**config.mk**
```make
export PLATFORM = sky130hd
export DESIGN_NAME = lbsc_top
export DESIGN_NICKNAME = d
export VERILOG_FILES = /design/src/logic/lbsc_pkg.sv /design/src/logic/lbsc_top.sv
export SDC_FILE = /design/constraint.sdc
export NUM_CORES = 1
export LEC_CHECK = 0
export ABC_AREA = 1
export BUFFER_PORTS_ARGS = -buffer_cell sky130_fd_sc_hd__buf_2
export CORE_ASPECT_RATIO = 0.9
export CORE_UTILIZATION = 40
export DETAILED_ROUTE_END_ITERATION = 7
export PLACE_DENSITY_LB_ADDON = 0.1
export SETUP_SLACK_MARGIN = 0.05
export SYNTH_ARGS = -nofsm -noshare
export SYNTH_HDL_FRONTEND = slang
export SYNTH_SLANG_ARGS = --single-unit
export TNS_END_PERCENT = 5
```
**constraint.sdc**
```tcl
create_clock -name ref_clk -period 24.2 [get_ports ref_clk]
set_input_delay 4.84 -clock ref_clk [delete_from_list [all_inputs] [get_ports ref_clk]]
set_output_delay 4.84 -clock ref_clk [all_outputs]
set_load 0.05 [all_outputs]
```
**src/logic/lbsc_pkg.sv**
```systemverilog
// Constants, types and helper functions shared by the LED bypass command decoder
package lbsc_pkg;

    // ------------------------------------------------------------
    // Addresses and commands
    // ------------------------------------------------------------
    localparam logic [2:0]  SC_ADDR_PREFIX  = 3'h5;
    localparam logic [2:0]  ARA_REPLY_PFX   = 3'h2;
    localparam logic [7:0]  BC_WRITE_ADDR   = 8'h18;
    localparam logic [7:0]  BC_READ_ADDR    = 8'h19;
    localparam logic [7:0]  CRC_POLY        = 8'h07;

    // ------------------------------------------------------------
    // Command byte and mode register fields
    // ------------------------------------------------------------
    localparam int          CMD_LONG_BIT    = 7;
    localparam int          MR_OPEN_THR     = 15;
    localparam int          MR_SHORT_THR    = 14;
    localparam int          MR_FADE_HI      = 13;
    localparam int          MR_FADE_LO      = 11;
    localparam int          MR_ASYNC_ON     = 9;
    localparam int          MR_ASYNC_EN     = 8;
    localparam logic [15:0] MR_RESET        = 16'h8000;
    localparam logic [2:0]  SHORT_PEC_IDX   = 3'h2;
    localparam logic [2:0]  LONG_PEC_IDX    = 3'h3;
    localparam logic [1:0]  READ_LAST_IDX   = 2'h2;

    // ------------------------------------------------------------
    // Timing
    // ------------------------------------------------------------
    localparam int          PWM_CYCLE_CLKS  = 2048;
    localparam logic [10:0] PWM_CNT_LAST    = 11'(PWM_CYCLE_CLKS - 1);

    typedef enum logic [2:0] {
        ST_IDLE    = 3'h0,
        ST_RX      = 3'h1,
        ST_ACK     = 3'h3,
        ST_ACKHOLD = 3'h2,
        ST_TX      = 3'h6,
        ST_TXACK   = 3'h7,
        ST_IGNORE  = 3'h5
    } lbsc_state_e;

    typedef enum logic [1:0] {
        K_SC_WR = 2'h0,
        K_SC_RD = 2'h1,
        K_BC_WR = 2'h2,
        K_BC_RD = 2'h3
    } lbsc_kind_e;

    function automatic logic [7:0] lbsc_crc8(input logic [7:0] crc_in, input logic [7:0] data);
        logic [7:0] c;
        c = crc_in ^ data;
        for (int i = 0; i < 8; i++) begin
            c = c[7] ? ((c << 1) ^ CRC_POLY) : (c << 1);
        end
        return c;
    endfunction

    function automatic logic [4:0] lbsc_fade_mult(input logic [2:0] code);
        case (code)
            3'h0:    return 5'h00;
            3'h1:    return 5'h01;
            3'h2:    return 5'h02;
            3'h3:    return 5'h04;
            3'h4:    return 5'h08;
            3'h5:    return 5'h10;
            3'h6:    return 5'h18;
            default: return 5'h1F;
        endcase
    endfunction

endpackage

```
**src/logic/lbsc_top.sv**
```systemverilog
// I2C single-channel and broadcast command decoder with per-channel mode registers and fade
`timescale 1ns/100ps
module lbsc_top
    import lbsc_pkg::*;
(
    input  wire logic        ref_clk,
    input  wire logic        rst,
    input  wire logic        scl_in,
    input  wire logic        sda_in,
    output logic             sda_out,
    output logic             sda_oe,
    input  wire logic [3:0]  address_strap_pins,
    input  wire logic        alert_active,
    input  wire logic        pwm_clk_in,
    output logic [7:0]       open_threshold_select,
    output logic [7:0]       short_threshold_select,
    output logic [7:0]       async_enable,
    output logic [7:0]       async_on_off,
    output logic [7:0]       fade_done_flag,
    output logic [63:0]      dimming_level,
    output logic             pwm_counter_restart,
    output logic             pwm_source_clock,
    output logic             alert_response_done
);

    // ------------------------------------------------------------
    // Synchronisers
    // ------------------------------------------------------------
    logic [3:0]  strap_s1, strap_s2;
    logic        scl_s1, scl_s2, scl_d;
    logic        sda_s1, sda_s2, sda_d;
    logic        alert_s1, alert_s2;
    logic        pclk_s1, pclk_s2, pclk_d;

    always_ff @(posedge ref_clk or posedge rst) begin
        if (rst) begin
            strap_s1 <= 4'h0;
            strap_s2 <= 4'h0;
            scl_s1   <= 1'b1;
            scl_s2   <= 1'b1;
            scl_d    <= 1'b1;
            sda_s1   <= 1'b1;
            sda_s2   <= 1'b1;
            sda_d    <= 1'b1;
            alert_s1 <= 1'b0;
            alert_s2 <= 1'b0;
            pclk_s1  <= 1'b0;
            pclk_s2  <= 1'b0;
            pclk_d   <= 1'b0;
        end else begin
            strap_s1 <= address_strap_pins;
            strap_s2 <= strap_s1;
            scl_s1   <= scl_in;
            scl_s2   <= scl_s1;
            scl_d    <= scl_s2;
            sda_s1   <= sda_in;
            sda_s2   <= sda_s1;
            sda_d    <= sda_s2;
            alert_s1 <= alert_active;
            alert_s2 <= alert_s1;
            pclk_s1  <= pwm_clk_in;
            pclk_s2  <= pclk_s1;
            pclk_d   <= pclk_s2;
        end
    end

    logic scl_rise, scl_fall, start_det, stop_det, pclk_rise;
    assign scl_rise  = scl_s2 & ~scl_d;
    assign scl_fall  = ~scl_s2 & scl_d;
    assign start_det = scl_s2 & scl_d & sda_d & ~sda_s2;
    assign stop_det  = scl_s2 & scl_d & ~sda_d & sda_s2;
    assign pclk_rise = pclk_s2 & ~pclk_d;

    // ------------------------------------------------------------
    // Storage
    // ------------------------------------------------------------
    logic [15:0] mode_reg [8];
    logic [15:0] pend_word [8];
    logic [7:0]  pend_valid;
    logic [7:0]  level_reg [8];
    logic [4:0]  step_cnt [8];
    logic [7:0]  done_reg;
    logic [2:0]  sel_ch_reg;

    // ------------------------------------------------------------
    // Bus state machine
    // ------------------------------------------------------------
    lbsc_state_e state;
    lbsc_kind_e  kind;
    logic [2:0]  bit_cnt;
    logic [2:0]  byte_idx;
    logic [1:0]  tx_idx;
    logic [6:0]  shift_reg;
    logic [7:0]  crc_reg;
    logic [7:0]  addr_reg;
    logic [7:0]  cmd_reg;
    logic [7:0]  dim_reg;
    logic [7:0]  rd_b1, rd_b2;
    logic        ack_ok;
    logic        pec_good;
    logic        pec_ok;
    logic        bc_pulse;
    logic        ara_pulse;
    logic        drive_low;

    logic [7:0]  rx_byte;
    logic [7:0]  rd_crc;
    logic [7:0]  tx_byte;
    logic [15:0] sel_word;
    assign rx_byte  = {shift_reg, sda_s2};
    assign sel_word = mode_reg[sel_ch_reg];
    assign rd_crc   = lbsc_crc8(lbsc_crc8(lbsc_crc8(8'h00, addr_reg), rd_b1), rd_b2);

    always_comb begin
        if (kind == K_BC_RD) begin
            tx_byte = {ARA_REPLY_PFX, strap_s2, 1'b1};
        end else begin
            case (tx_idx)
                2'h0:    tx_byte = rd_b1;
                2'h1:    tx_byte = rd_b2;
                default: tx_byte = rd_crc;
            endcase
        end
    end

    always_ff @(posedge ref_clk or posedge rst) begin
        if (rst) begin
            state     <= ST_IDLE;
            kind      <= K_SC_WR;
            bit_cnt   <= 3'h0;
            byte_idx  <= 3'h0;
            tx_idx    <= 2'h0;
            shift_reg <= 7'h00;
            crc_reg   <= 8'h00;
            addr_reg  <= 8'h00;
            cmd_reg   <= 8'h00;
            dim_reg   <= 8'h00;
            rd_b1     <= 8'h00;
            rd_b2     <= 8'h00;
            ack_ok    <= 1'b0;
            pec_good  <= 1'b0;
            pec_ok    <= 1'b0;
            bc_pulse  <= 1'b0;
            ara_pulse <= 1'b0;
            drive_low <= 1'b0;
        end else begin
            pec_ok    <= 1'b0;
            bc_pulse  <= 1'b0;
            ara_pulse <= 1'b0;
            if (start_det) begin
                state     <= ST_RX;
                bit_cnt   <= 3'h0;
                byte_idx  <= 3'h0;
                tx_idx    <= 2'h0;
                crc_reg   <= 8'h00;
                drive_low <= 1'b0;
            end else if (stop_det) begin
                state     <= ST_IDLE;
                drive_low <= 1'b0;
            end else begin
                case (state)
                    ST_RX: begin
                        if (scl_rise) begin
                            shift_reg <= rx_byte[6:0];
                            bit_cnt   <= bit_cnt + 3'h1;
                            if (bit_cnt == 3'h7) begin
                                state    <= ST_ACK;
                                pec_good <= 1'b0;
                                if (byte_idx == 3'h0) begin
                                    addr_reg <= rx_byte;
                                    crc_reg  <= lbsc_crc8(8'h00, rx_byte);
                                    rd_b1    <= {sel_word[15:11], done_reg[sel_ch_reg], sel_word[9:8]};
                                    rd_b2    <= sel_word[7:0];
                                    if (rx_byte[7:1] == {SC_ADDR_PREFIX, strap_s2}) begin
                                        kind   <= rx_byte[0] ? K_SC_RD : K_SC_WR;
                                        ack_ok <= 1'b1;
                                    end else if (rx_byte == BC_WRITE_ADDR) begin
                                        kind   <= K_BC_WR;
                                        ack_ok <= 1'b1;
                                    end else if (rx_byte == BC_READ_ADDR) begin
                                        kind   <= K_BC_RD;
                                        ack_ok <= alert_s2;
                                    end else begin
                                        ack_ok <= 1'b0;
                                    end
                                end else if (kind == K_SC_WR && byte_idx == 3'h1) begin
                                    cmd_reg <= rx_byte;
                                    crc_reg <= lbsc_crc8(crc_reg, rx_byte);
                                    ack_ok  <= 1'b1;
                                end else if (kind == K_SC_WR && byte_idx == SHORT_PEC_IDX && cmd_reg[CMD_LONG_BIT]) begin
                                    dim_reg <= rx_byte;
                                    crc_reg <= lbsc_crc8(crc_reg, rx_byte);
                                    ack_ok  <= 1'b1;
                                end else if (kind == K_SC_WR &&
                                             byte_idx == (cmd_reg[CMD_LONG_BIT] ? LONG_PEC_IDX : SHORT_PEC_IDX)) begin
                                    ack_ok   <= (rx_byte == crc_reg);
                                    pec_good <= (rx_byte == crc_reg);
                                end else begin
                                    ack_ok <= 1'b0;
                                end
                            end
                        end
                    end
                    ST_ACK: begin
                        if (scl_fall) begin
                            drive_low <= ack_ok;
                            pec_ok    <= pec_good;
                            bc_pulse  <= ack_ok && kind == K_BC_WR && byte_idx == 3'h0;
                            state     <= ack_ok ? ST_ACKHOLD : ST_IGNORE;
                        end
                    end
                    ST_ACKHOLD: begin
                        if (scl_fall) begin
                            byte_idx <= (byte_idx == 3'h7) ? byte_idx : byte_idx + 3'h1;
                            bit_cnt  <= 3'h0;
                            if (kind == K_SC_RD || kind == K_BC_RD) begin
                                drive_low <= ~tx_byte[7];
                                state     <= ST_TX;
                            end else begin
                                drive_low <= 1'b0;
                                state     <= ST_RX;
                            end
                        end
                    end
                    ST_TX: begin
                        if (scl_rise && kind == K_BC_RD && !drive_low && !sda_s2) begin
                            state <= ST_IGNORE; // Lost arbitration to a lower address
                        end else if (scl_fall) begin
                            if (bit_cnt == 3'h7) begin
                                drive_low <= 1'b0;
                                state     <= ST_TXACK;
                            end else begin
                                bit_cnt   <= bit_cnt + 3'h1;
                                drive_low <= ~tx_byte[3'h6 - bit_cnt];
                            end
                        end
                    end
                    ST_TXACK: begin
                        // Master acknowledge is optional, so it is not inspected
                        if (scl_fall) begin
                            bit_cnt <= 3'h0;
                            if (kind == K_BC_RD) begin
                                ara_pulse <= 1'b1;
                                state     <= ST_IGNORE;
                            end else if (tx_idx == READ_LAST_IDX) begin
                                state <= ST_IGNORE;
                            end else begin
                                tx_idx    <= tx_idx + 2'h1;
                                drive_low <= ~((tx_idx == 2'h0) ? rd_b2[7] : rd_crc[7]);
                                state     <= ST_TX;
                            end
                        end
                    end
                    ST_IGNORE: begin
                        drive_low <= 1'b0;
                    end
                    default: begin
                        state     <= ST_IDLE;
                        drive_low <= 1'b0;
                    end
                endcase
            end
        end
    end

    // Open drain: only ever pulls low
    assign sda_out = 1'b0;
    assign sda_oe  = drive_low;

    // ------------------------------------------------------------
    // Holding latches and mode registers
    // ------------------------------------------------------------
    logic [2:0]  wr_ch;
    logic [15:0] merged;
    assign wr_ch = cmd_reg[6:4];

    always_comb begin
        merged = pend_valid[wr_ch] ? pend_word[wr_ch] : mode_reg[wr_ch];
        if (!cmd_reg[CMD_LONG_BIT]) begin
            merged[MR_OPEN_THR]  = cmd_reg[3];
            merged[MR_SHORT_THR] = cmd_reg[2];
            merged[MR_ASYNC_ON]  = cmd_reg[1];
            merged[MR_ASYNC_EN]  = cmd_reg[0];
            if (cmd_reg[0]) begin
                merged[7:0] = {8{cmd_reg[1]}};
            end
        end else begin
            merged[MR_FADE_HI:MR_FADE_LO] = cmd_reg[3:1];
            merged[MR_ASYNC_EN]           = cmd_reg[0];
            merged[7:0]                   = dim_reg;
        end
    end

    always_ff @(posedge ref_clk or posedge rst) begin
        if (rst) begin
            for (int i = 0; i < 8; i++) begin
                mode_reg[i]  <= MR_RESET;
                pend_word[i] <= MR_RESET;
            end
            pend_valid <= 8'h00;
            sel_ch_reg <= 3'h0;
        end else if (pec_ok) begin
            pend_word[wr_ch]  <= merged;
            pend_valid[wr_ch] <= 1'b1;
            sel_ch_reg        <= wr_ch;
            if (!cmd_reg[CMD_LONG_BIT]) begin
                mode_reg[wr_ch][MR_OPEN_THR:MR_SHORT_THR] <= cmd_reg[3:2];
            end
        end else if (stop_det) begin
            // Every pending channel lands on the same edge
            for (int i = 0; i < 8; i++) begin
                if (pend_valid[i]) begin
                    mode_reg[i] <= pend_word[i];
                end
            end
            pend_valid <= 8'h00;
        end
    end

    // ------------------------------------------------------------
    // PWM cycle counter and broadcast pulses
    // ------------------------------------------------------------
    logic [10:0] pwm_cnt;
    logic        pwm_tick;

    always_ff @(posedge ref_clk or posedge rst) begin
        if (rst) begin
            pwm_cnt             <= 11'h000;
            pwm_tick            <= 1'b0;
            pwm_counter_restart <= 1'b0;
            pwm_source_clock    <= 1'b0;
            alert_response_done <= 1'b0;
        end else begin
            pwm_counter_restart <= bc_pulse;
            pwm_source_clock    <= bc_pulse;
            alert_response_done <= ara_pulse;
            pwm_tick            <= pclk_rise && pwm_cnt == PWM_CNT_LAST;
            if (bc_pulse) begin
                pwm_cnt <= 11'h000;
            end else if (pclk_rise) begin
                pwm_cnt <= pwm_cnt + 11'h001;
            end
        end
    end

    // ------------------------------------------------------------
    // Fade engine
    // ------------------------------------------------------------
    always_ff @(posedge ref_clk or posedge rst) begin
        if (rst) begin
            for (int i = 0; i < 8; i++) begin
                level_reg[i] <= 8'h00;
                step_cnt[i]  <= 5'h00;
            end
            done_reg <= 8'hFF;
        end else begin
            for (int i = 0; i < 8; i++) begin
                done_reg[i] <= (level_reg[i] == mode_reg[i][7:0]);
                if (lbsc_fade_mult(mode_reg[i][MR_FADE_HI:MR_FADE_LO]) == 5'h00) begin
                    level_reg[i] <= mode_reg[i][7:0];
                    step_cnt[i]  <= 5'h00;
                end else if (level_reg[i] != mode_reg[i][7:0] && pwm_tick) begin
                    if (step_cnt[i] + 5'h01 >= lbsc_fade_mult(mode_reg[i][MR_FADE_HI:MR_FADE_LO])) begin
                        step_cnt[i]  <= 5'h00;
                        level_reg[i] <= (level_reg[i] < mode_reg[i][7:0]) ? level_reg[i] + 8'h01
                                                                         : level_reg[i] - 8'h01;
                    end else begin
                        step_cnt[i] <= step_cnt[i] + 5'h01;
                    end
                end
            end
        end
    end

    // ------------------------------------------------------------
    // Channel outputs
    // ------------------------------------------------------------
    // Async bits go straight out so forcing ignores the dimming cycle
    always_comb begin
        for (int i = 0; i < 8; i++) begin
            open_threshold_select[i]  = mode_reg[i][MR_OPEN_THR];
            short_threshold_select[i] = mode_reg[i][MR_SHORT_THR];
            async_enable[i]           = mode_reg[i][MR_ASYNC_EN];
            async_on_off[i]           = mode_reg[i][MR_ASYNC_ON];
            dimming_level[i*8 +: 8]   = level_reg[i];
        end
    end
    assign fade_done_flag = done_reg;

endmodule // lbsc_top

```
==> run metrics, run 1 <==
status finished clean; Via density ~5.5; Synth area leaders dfrtp_1, nand2_1, ha_1, o21ai_0, inv_1; fin crit share 29.1%; largest net degree at the start of global routing approximately 130; number of post-CTS setup repair buffers 0; CP max FO about 130; worst hold slack around 0.34 ns; P_leak 14.5 nW; row count 91; Synth Area per Inst just under 8 sq um; I/O pins 119; root buf cell clkbuf_16; Clock Latency Late Sink between 0.6 and 0.7 ns; max reg flops 120; Critical Path End Type asynchronous set/reset pin; design area roughly 31000 sq um; CTS buffer count 55; Overflow after GRT 0; number of diodes 0; initial core utilization about two fifths; hpwl dp 74600 microns; CP required 24.85 ns; Crit path arrival time 7.70 ns; IO Port Bufs 117; final slew viol count 0; number of DRC markers in iteration 0 between 2000 and 3000; Die Footprint 71400 sq um; Max VDD drop between 0.04 and 0.05 mV; Tmin final between 7 and 8 ns; Clock Sink Count 470; leading area contributor after synthesis dfrtp_1; worst slew pin tran ~1.2 ns; Setup-failing EPs final 0; relative slew slack between 20 and 25%; crit path launch rst; max cap viols 0; drt total wl 99300 microns; CP Class primary input to asynchronous set/reset pin; DRT Pass-1 Iters 6; most frequent cell after synthesis nand2_1; RSZ-0062 raised after global routing no; Synth cell types 58; worst r2r src mode_reg[49]; Post-synth EDFFs 0; final hold violations 0; HP Class register to register; Core ar. a little under 70000 sq um; initial antenna violation count 2; P per Cell Area a little under 70 nW/um^2; worst min-delay path startpoint strap_s1[1]; vias in the first global route between 20000 and 25000; clock tree buffer depth 3; CTS Hold Bufs 0; first-pass GRT wire length around 150000 microns; CTS H-Tree Depth 2; synth warn 0; share of cells above drive strength 1 a little over a tenth; setup TNS 0 ns; total power draw 2.15 mW; ANT nets after route 0; die height 254 microns; final core occ around 46%; Clock Skews 0.0179 ns; CTS tree yes; Startpoint Class primary input; placed cell areas approximately 29000 sq um; drt drc 0; ys async rst share 100%; die width roughly 280 microns; Post-synth top cells nand2_1, dfrtp_1, inv_1; top_reg_cell synth dfrtp_1; WL/cell about 22 microns; sequential share of the synthesized area a little over two fifths; Final nets between 3000 and 4000; GP Congestion between 0.9 and 1; FMAX around 0.14 GHz; Vias around 25000; syn nets around 3700; Syn Std Cell Area around 28000 sq um; Seq cells post-synth 470; Cells after Synth roughly 3500; GR Util All Layers roughly 28%; Synth top area share between 30 and 40%; clock slew at reported path FFs 0.06 ns; Area growth, synth to finish 11.8%; # resized after CTS 0
worst max-delay path, cell delays in order:
cell and delay [ns]:
buf_2 0.13, inv_8 0.48, buf_12 0.62, buf_4 0.65
buf_4 0.75
worst paths after layout:
kind,to,slack (ns),depth (start not counted)
setup / recovery,pwm_cnt[0],17.15,5
hold / removal,strap_s2[1],0.34,0
setup reg to reg,dimming_level[39],20.24,19
hold reg to reg,strap_s2[1],0.34,0
max in group ref_clk,open_threshold_select[2],17.90,1
min in group asynchronous,dimming_level[36],4.34,2
kinds of logic after synthesis:
family	Yosys count	synth area share, %
AO/OA/AOI/OAI	947	19.4
XOR/XNOR	75	2.34
adder cells (fa/ha/maj)	186	8.49
buffers and inverters	615	8.74
flip-flops	470	42.0
multiplexers	6	0.236
other	1	0.0133
AND/OR/NAND/NOR	1249	18.8
layer usage:
| metal | vias up | wire length, microns | track usage (%) |
|---|---|---|---|
| met4 | 0 | 4270 | 11.4 |
| met2 | 837 | 41900 | 41.4 |
| met3 | 163 | 7040 | 4.83 |
| met5 | - | 0 | 0 |
| met1 | 12000 | 46100 | 40.5 |
| li1 | 12100 | - | - |
cells in the final DEF (no fill, tap or decap), types with 50 or more instances in the layout:
| cell | synthesis | layout |
|---|---|---|
| o22ai_1 | 50 | 50 |
| nor2_1 | 224 | 222 |
| nand3_1 | 175 | 175 |
| a21oi_1 | 203 | 203 |
| nand2_1 | 714 | 714 |
| xor2_1 | 57 | 57 |
| clkbuf_16 | 0 | 57 |
| o21ai_0 | 407 | 407 |
| ha_1 | 178 | 178 |
| dfrtp_1 | 440 | 439 |
| o21ai_1 | 67 | 67 |
| inv_1 | 422 | 420 |
| buf_2 | 11 | 117 |
power by group:
group	internal (mW)	switching, mW
registers	0.808	0.0276
logic	0.127	0.243
clock network	0.585	0.357
total	1.52	0.627
through the flow:
step	setup slack [ns]	instances
after floorplan	6.30	3549
after global placement	16.39	4472
after detailed placement	16.37	4472
after CTS	17.03	4574
after global routing	16.66	4574
final	17.15	4574
layout make-up:
class / count / area, sq um
well taps: 930 / 1160
inverters: 459 / 1730
fillers: 6984 / 37600
multi-input cells: 2464 / 13900
clock buffers: 79 / 1640
clock inverters: 23 / 394
repair buffers: 149 / 838
flip-flops and latches: 470 / 11800
(Power assumes the default switching activity.)
==> run 2: changes to the inputs <==
- ABC_AREA: 1 -> 0
- clock period: 24.2 -> 7.4 ns (I/O delays scaled with it)
==> run metrics, run 2 <==
max reg flops 120; sequential share of the synthesized area a little over two fifths; design area between 30000 and 40000 sq um; RSZ-0062 raised after global routing no; Seq cells post-synth 470; Layout fillers about 6600; number of DRC markers in iteration 0 between 1500 and 2000; final hold violations 0; CTS buffer count 56; Critical Path End Type register; CP required 7.93 ns; Final nets approximately 3100; max cap viols 0; die width between 200 and 300 microns; NetSw about 1.6 mW; Setup-failing EPs final 0; Post-synth top cells dfrtp_1, nand2_1, o21ai_0; synth warn 0; Cells after Synth approximately 2900; leading area contributor after synthesis dfrtp_1; GP Congestion between 0.9 and 1; FMAX ~0.24 GHz; Critical path buffers and inverters 1; CTS tree yes; # resized after CTS 0; Clock Skews approximately 0.021 ns; hpwl dp 66100 microns; crit-path cells inv_1, ha_1, nor2b_1, o21a_1, o21a_1, o21a_1, o21a_1, o211ai_1, nand2_1, ha_1, a21o_1, a21oi_1, o21bai_1, a21oi_1, o21ai_0, and3_1, or2_2, o211ai_1; setup TNS 0 ns; Int Pwr between 4 and 5 mW; top_reg_cell synth dfrtp_1; vias in the first global route 21300; CTS Hold Bufs 0; relative slew slack 22.0%; largest net degree at the start of global routing around 160; Clock Latency Late Sink around 0.62 ns; P per Cell Area ~210 nW/um^2; I/O pins approximately 120; CP top delay family compound AO/OA/AOI/OAI gates; Most common cell on crit path o21a_1; initial antenna violation count 4; Comb power frac about a tenth; ANT nets after route 0; switch share about 26%; P_leak ~14 nW; fin crit share a little under three fifths; Max VDD drop around 0.19 mV; critical path's slowest cell dfrtp_1; drt drc 0; HP Class register to register; die height 252 microns; worst slew pin tran 1.16 ns; first-pass GRT wire length approximately 140000 microns; Sequential Power Share a little over two fifths; initial core utilization around two fifths; Core ar. around 70000 sq um; Clock Sink Count 470; CTS H-Tree Depth 2; Die Footprint a little over 70000 sq um; Clk pwr share ~47%; placed cell areas between 20000 and 30000 sq um; Synth area leaders dfrtp_1, ha_1, o21ai_0, nand2_1, xnor2_1; Startpoint Class register; Post-synth EDFFs 0; clock tree buffer depth 3; row count a little over 90; DRT Pass-1 Iters 6; Via density 5.62; drt total wl slightly below 90000 microns; WL/cell approximately 23 microns; GR Util All Layers between 20% and 30%; most frequent cell after synthesis dfrtp_1; ys async rst share 100%; Vias approximately 22000; worst hold slack 0.349 ns; Tmin final between 4 and 5 ns; Synth Area per Inst about 9.6 sq um; IO Port Bufs 117; final slew viol count 0; syn nets around 3000; Syn Std Cell Area between 20000 and 30000 sq um; root buf cell clkbuf_16; Area growth, synth to finish 11.3%; Overflow after GRT 0; status finished clean; clock slew at reported path FFs roughly 0.060 ns; commonest cells after routing, fill and taps aside dfrtp_1, nand2_1, o21ai_0; share of cells above drive strength 1 between 10% and 20%; crit-path max cell delay approximately 0.53 ns; CP max FO 7; Synth cell types 78; CP Class register to register; commonest non-fill, non-tap cell in the layout dfrtp_1; Crit path arrival time approximately 4.7 ns; number of post-CTS setup repair buffers 0; Synth top area share around 40%
-- run 2: cell type report --
class / count / area, sq um / area share (%)
flip-flops and latches: 470 / 11800 / 38.3
well taps: 930 / 1160 / 3.77
clock buffers: 72 / 1560 / 5.07
repair buffers: 148 / 843 / 2.73
clock inverters: 30 / 425 / 1.38
diodes: 1 / 2.50 / 0.00811
inverters: 117 / 443 / 1.44
multi-input cells: 2092 / 14600 / 47.3
-- run 2: path summary, 6_finish.rpt --
path	from	endpoint	slack [ns]	cells after the start
worst max-delay path	mode_reg[49]	dimming_level[39]	3.25	18
worst min-delay path	strap_s1[0]	strap_s2[0]	0.35	0
worst max register to register	mode_reg[49]	dimming_level[39]	3.25	18
worst min register to register	strap_s1[0]	strap_s2[0]	0.35	0
max in group asynchronous	rst	mode_reg[35]	4.78	4
min in group asynchronous	rst	pclk_s1	0.86	2
-- run 2: through the flow --
stage                     setup slack (ns)  total power, mW  cells  util [%]
after floorplan                     -0.420             3.29   2875         -
after global placement                3.46             3.43   3757      42.1
after detailed placement              3.35             3.44   3757      42.1
after CTS                             3.31             6.44   3859      45.0
after global routing                  2.91             6.63   3859      45.0
final                                 3.25             6.37   3860      45.0
-- run 2: kinds of logic (layout without fill, tap and decap cells) --
kind of cell | after synthesis | in the layout | synth area share (%)
compound gates | 790 | 790 | 17.8
xor+xnor | 181 | 181 | 5.97
fa+ha+maj | 186 | 186 | 8.61
buf+inv | 313 | 367 | 4.86
flops | 470 | 470 | 42.6
mux | 159 | 159 | 7.67
other cells | 1 | 2 | 0.0135
simple gates | 775 | 775 | 12.6
-- run 2: power groups by stage --
| stage | Combinational (mW) | Clock (mW) | Sequential (mW) |
|---|---|---|---|
| floorplan | 0.551 | 0 | 2.73 |
| global placement | 0.629 | 0 | 2.80 |
| detailed placement | 0.638 | 0 | 2.80 |
| CTS | 0.640 | 3.05 | 2.76 |
| global route | 0.724 | 3.14 | 2.77 |
| finish | 0.633 | 2.98 | 2.76 |
-- run 2: metal layers --
metal | wire [microns] | track usage (%) | share of wire [%] | vias up
met2 | 38400 | 38.2 | 43 | 693
met5 | 13 | 0 | 0.015 | -
met3 | 6820 | 5.46 | 7.7 | 129
li1 | - | - | - | 10200
met1 | 40500 | 35.9 | 46 | 10700
met4 | 2820 | 8.18 | 3.2 | 2
-- run 2: worst register-to-register path: cells and delay by family, from the launching register on --
kind / cells / cell delay, ns
buf+inv: 1 / 0.11
simple gates: 4 / 0.86
fa+ha+maj: 2 / 0.65
compound gates: 11 / 1.93
flops: 1 / 0.53
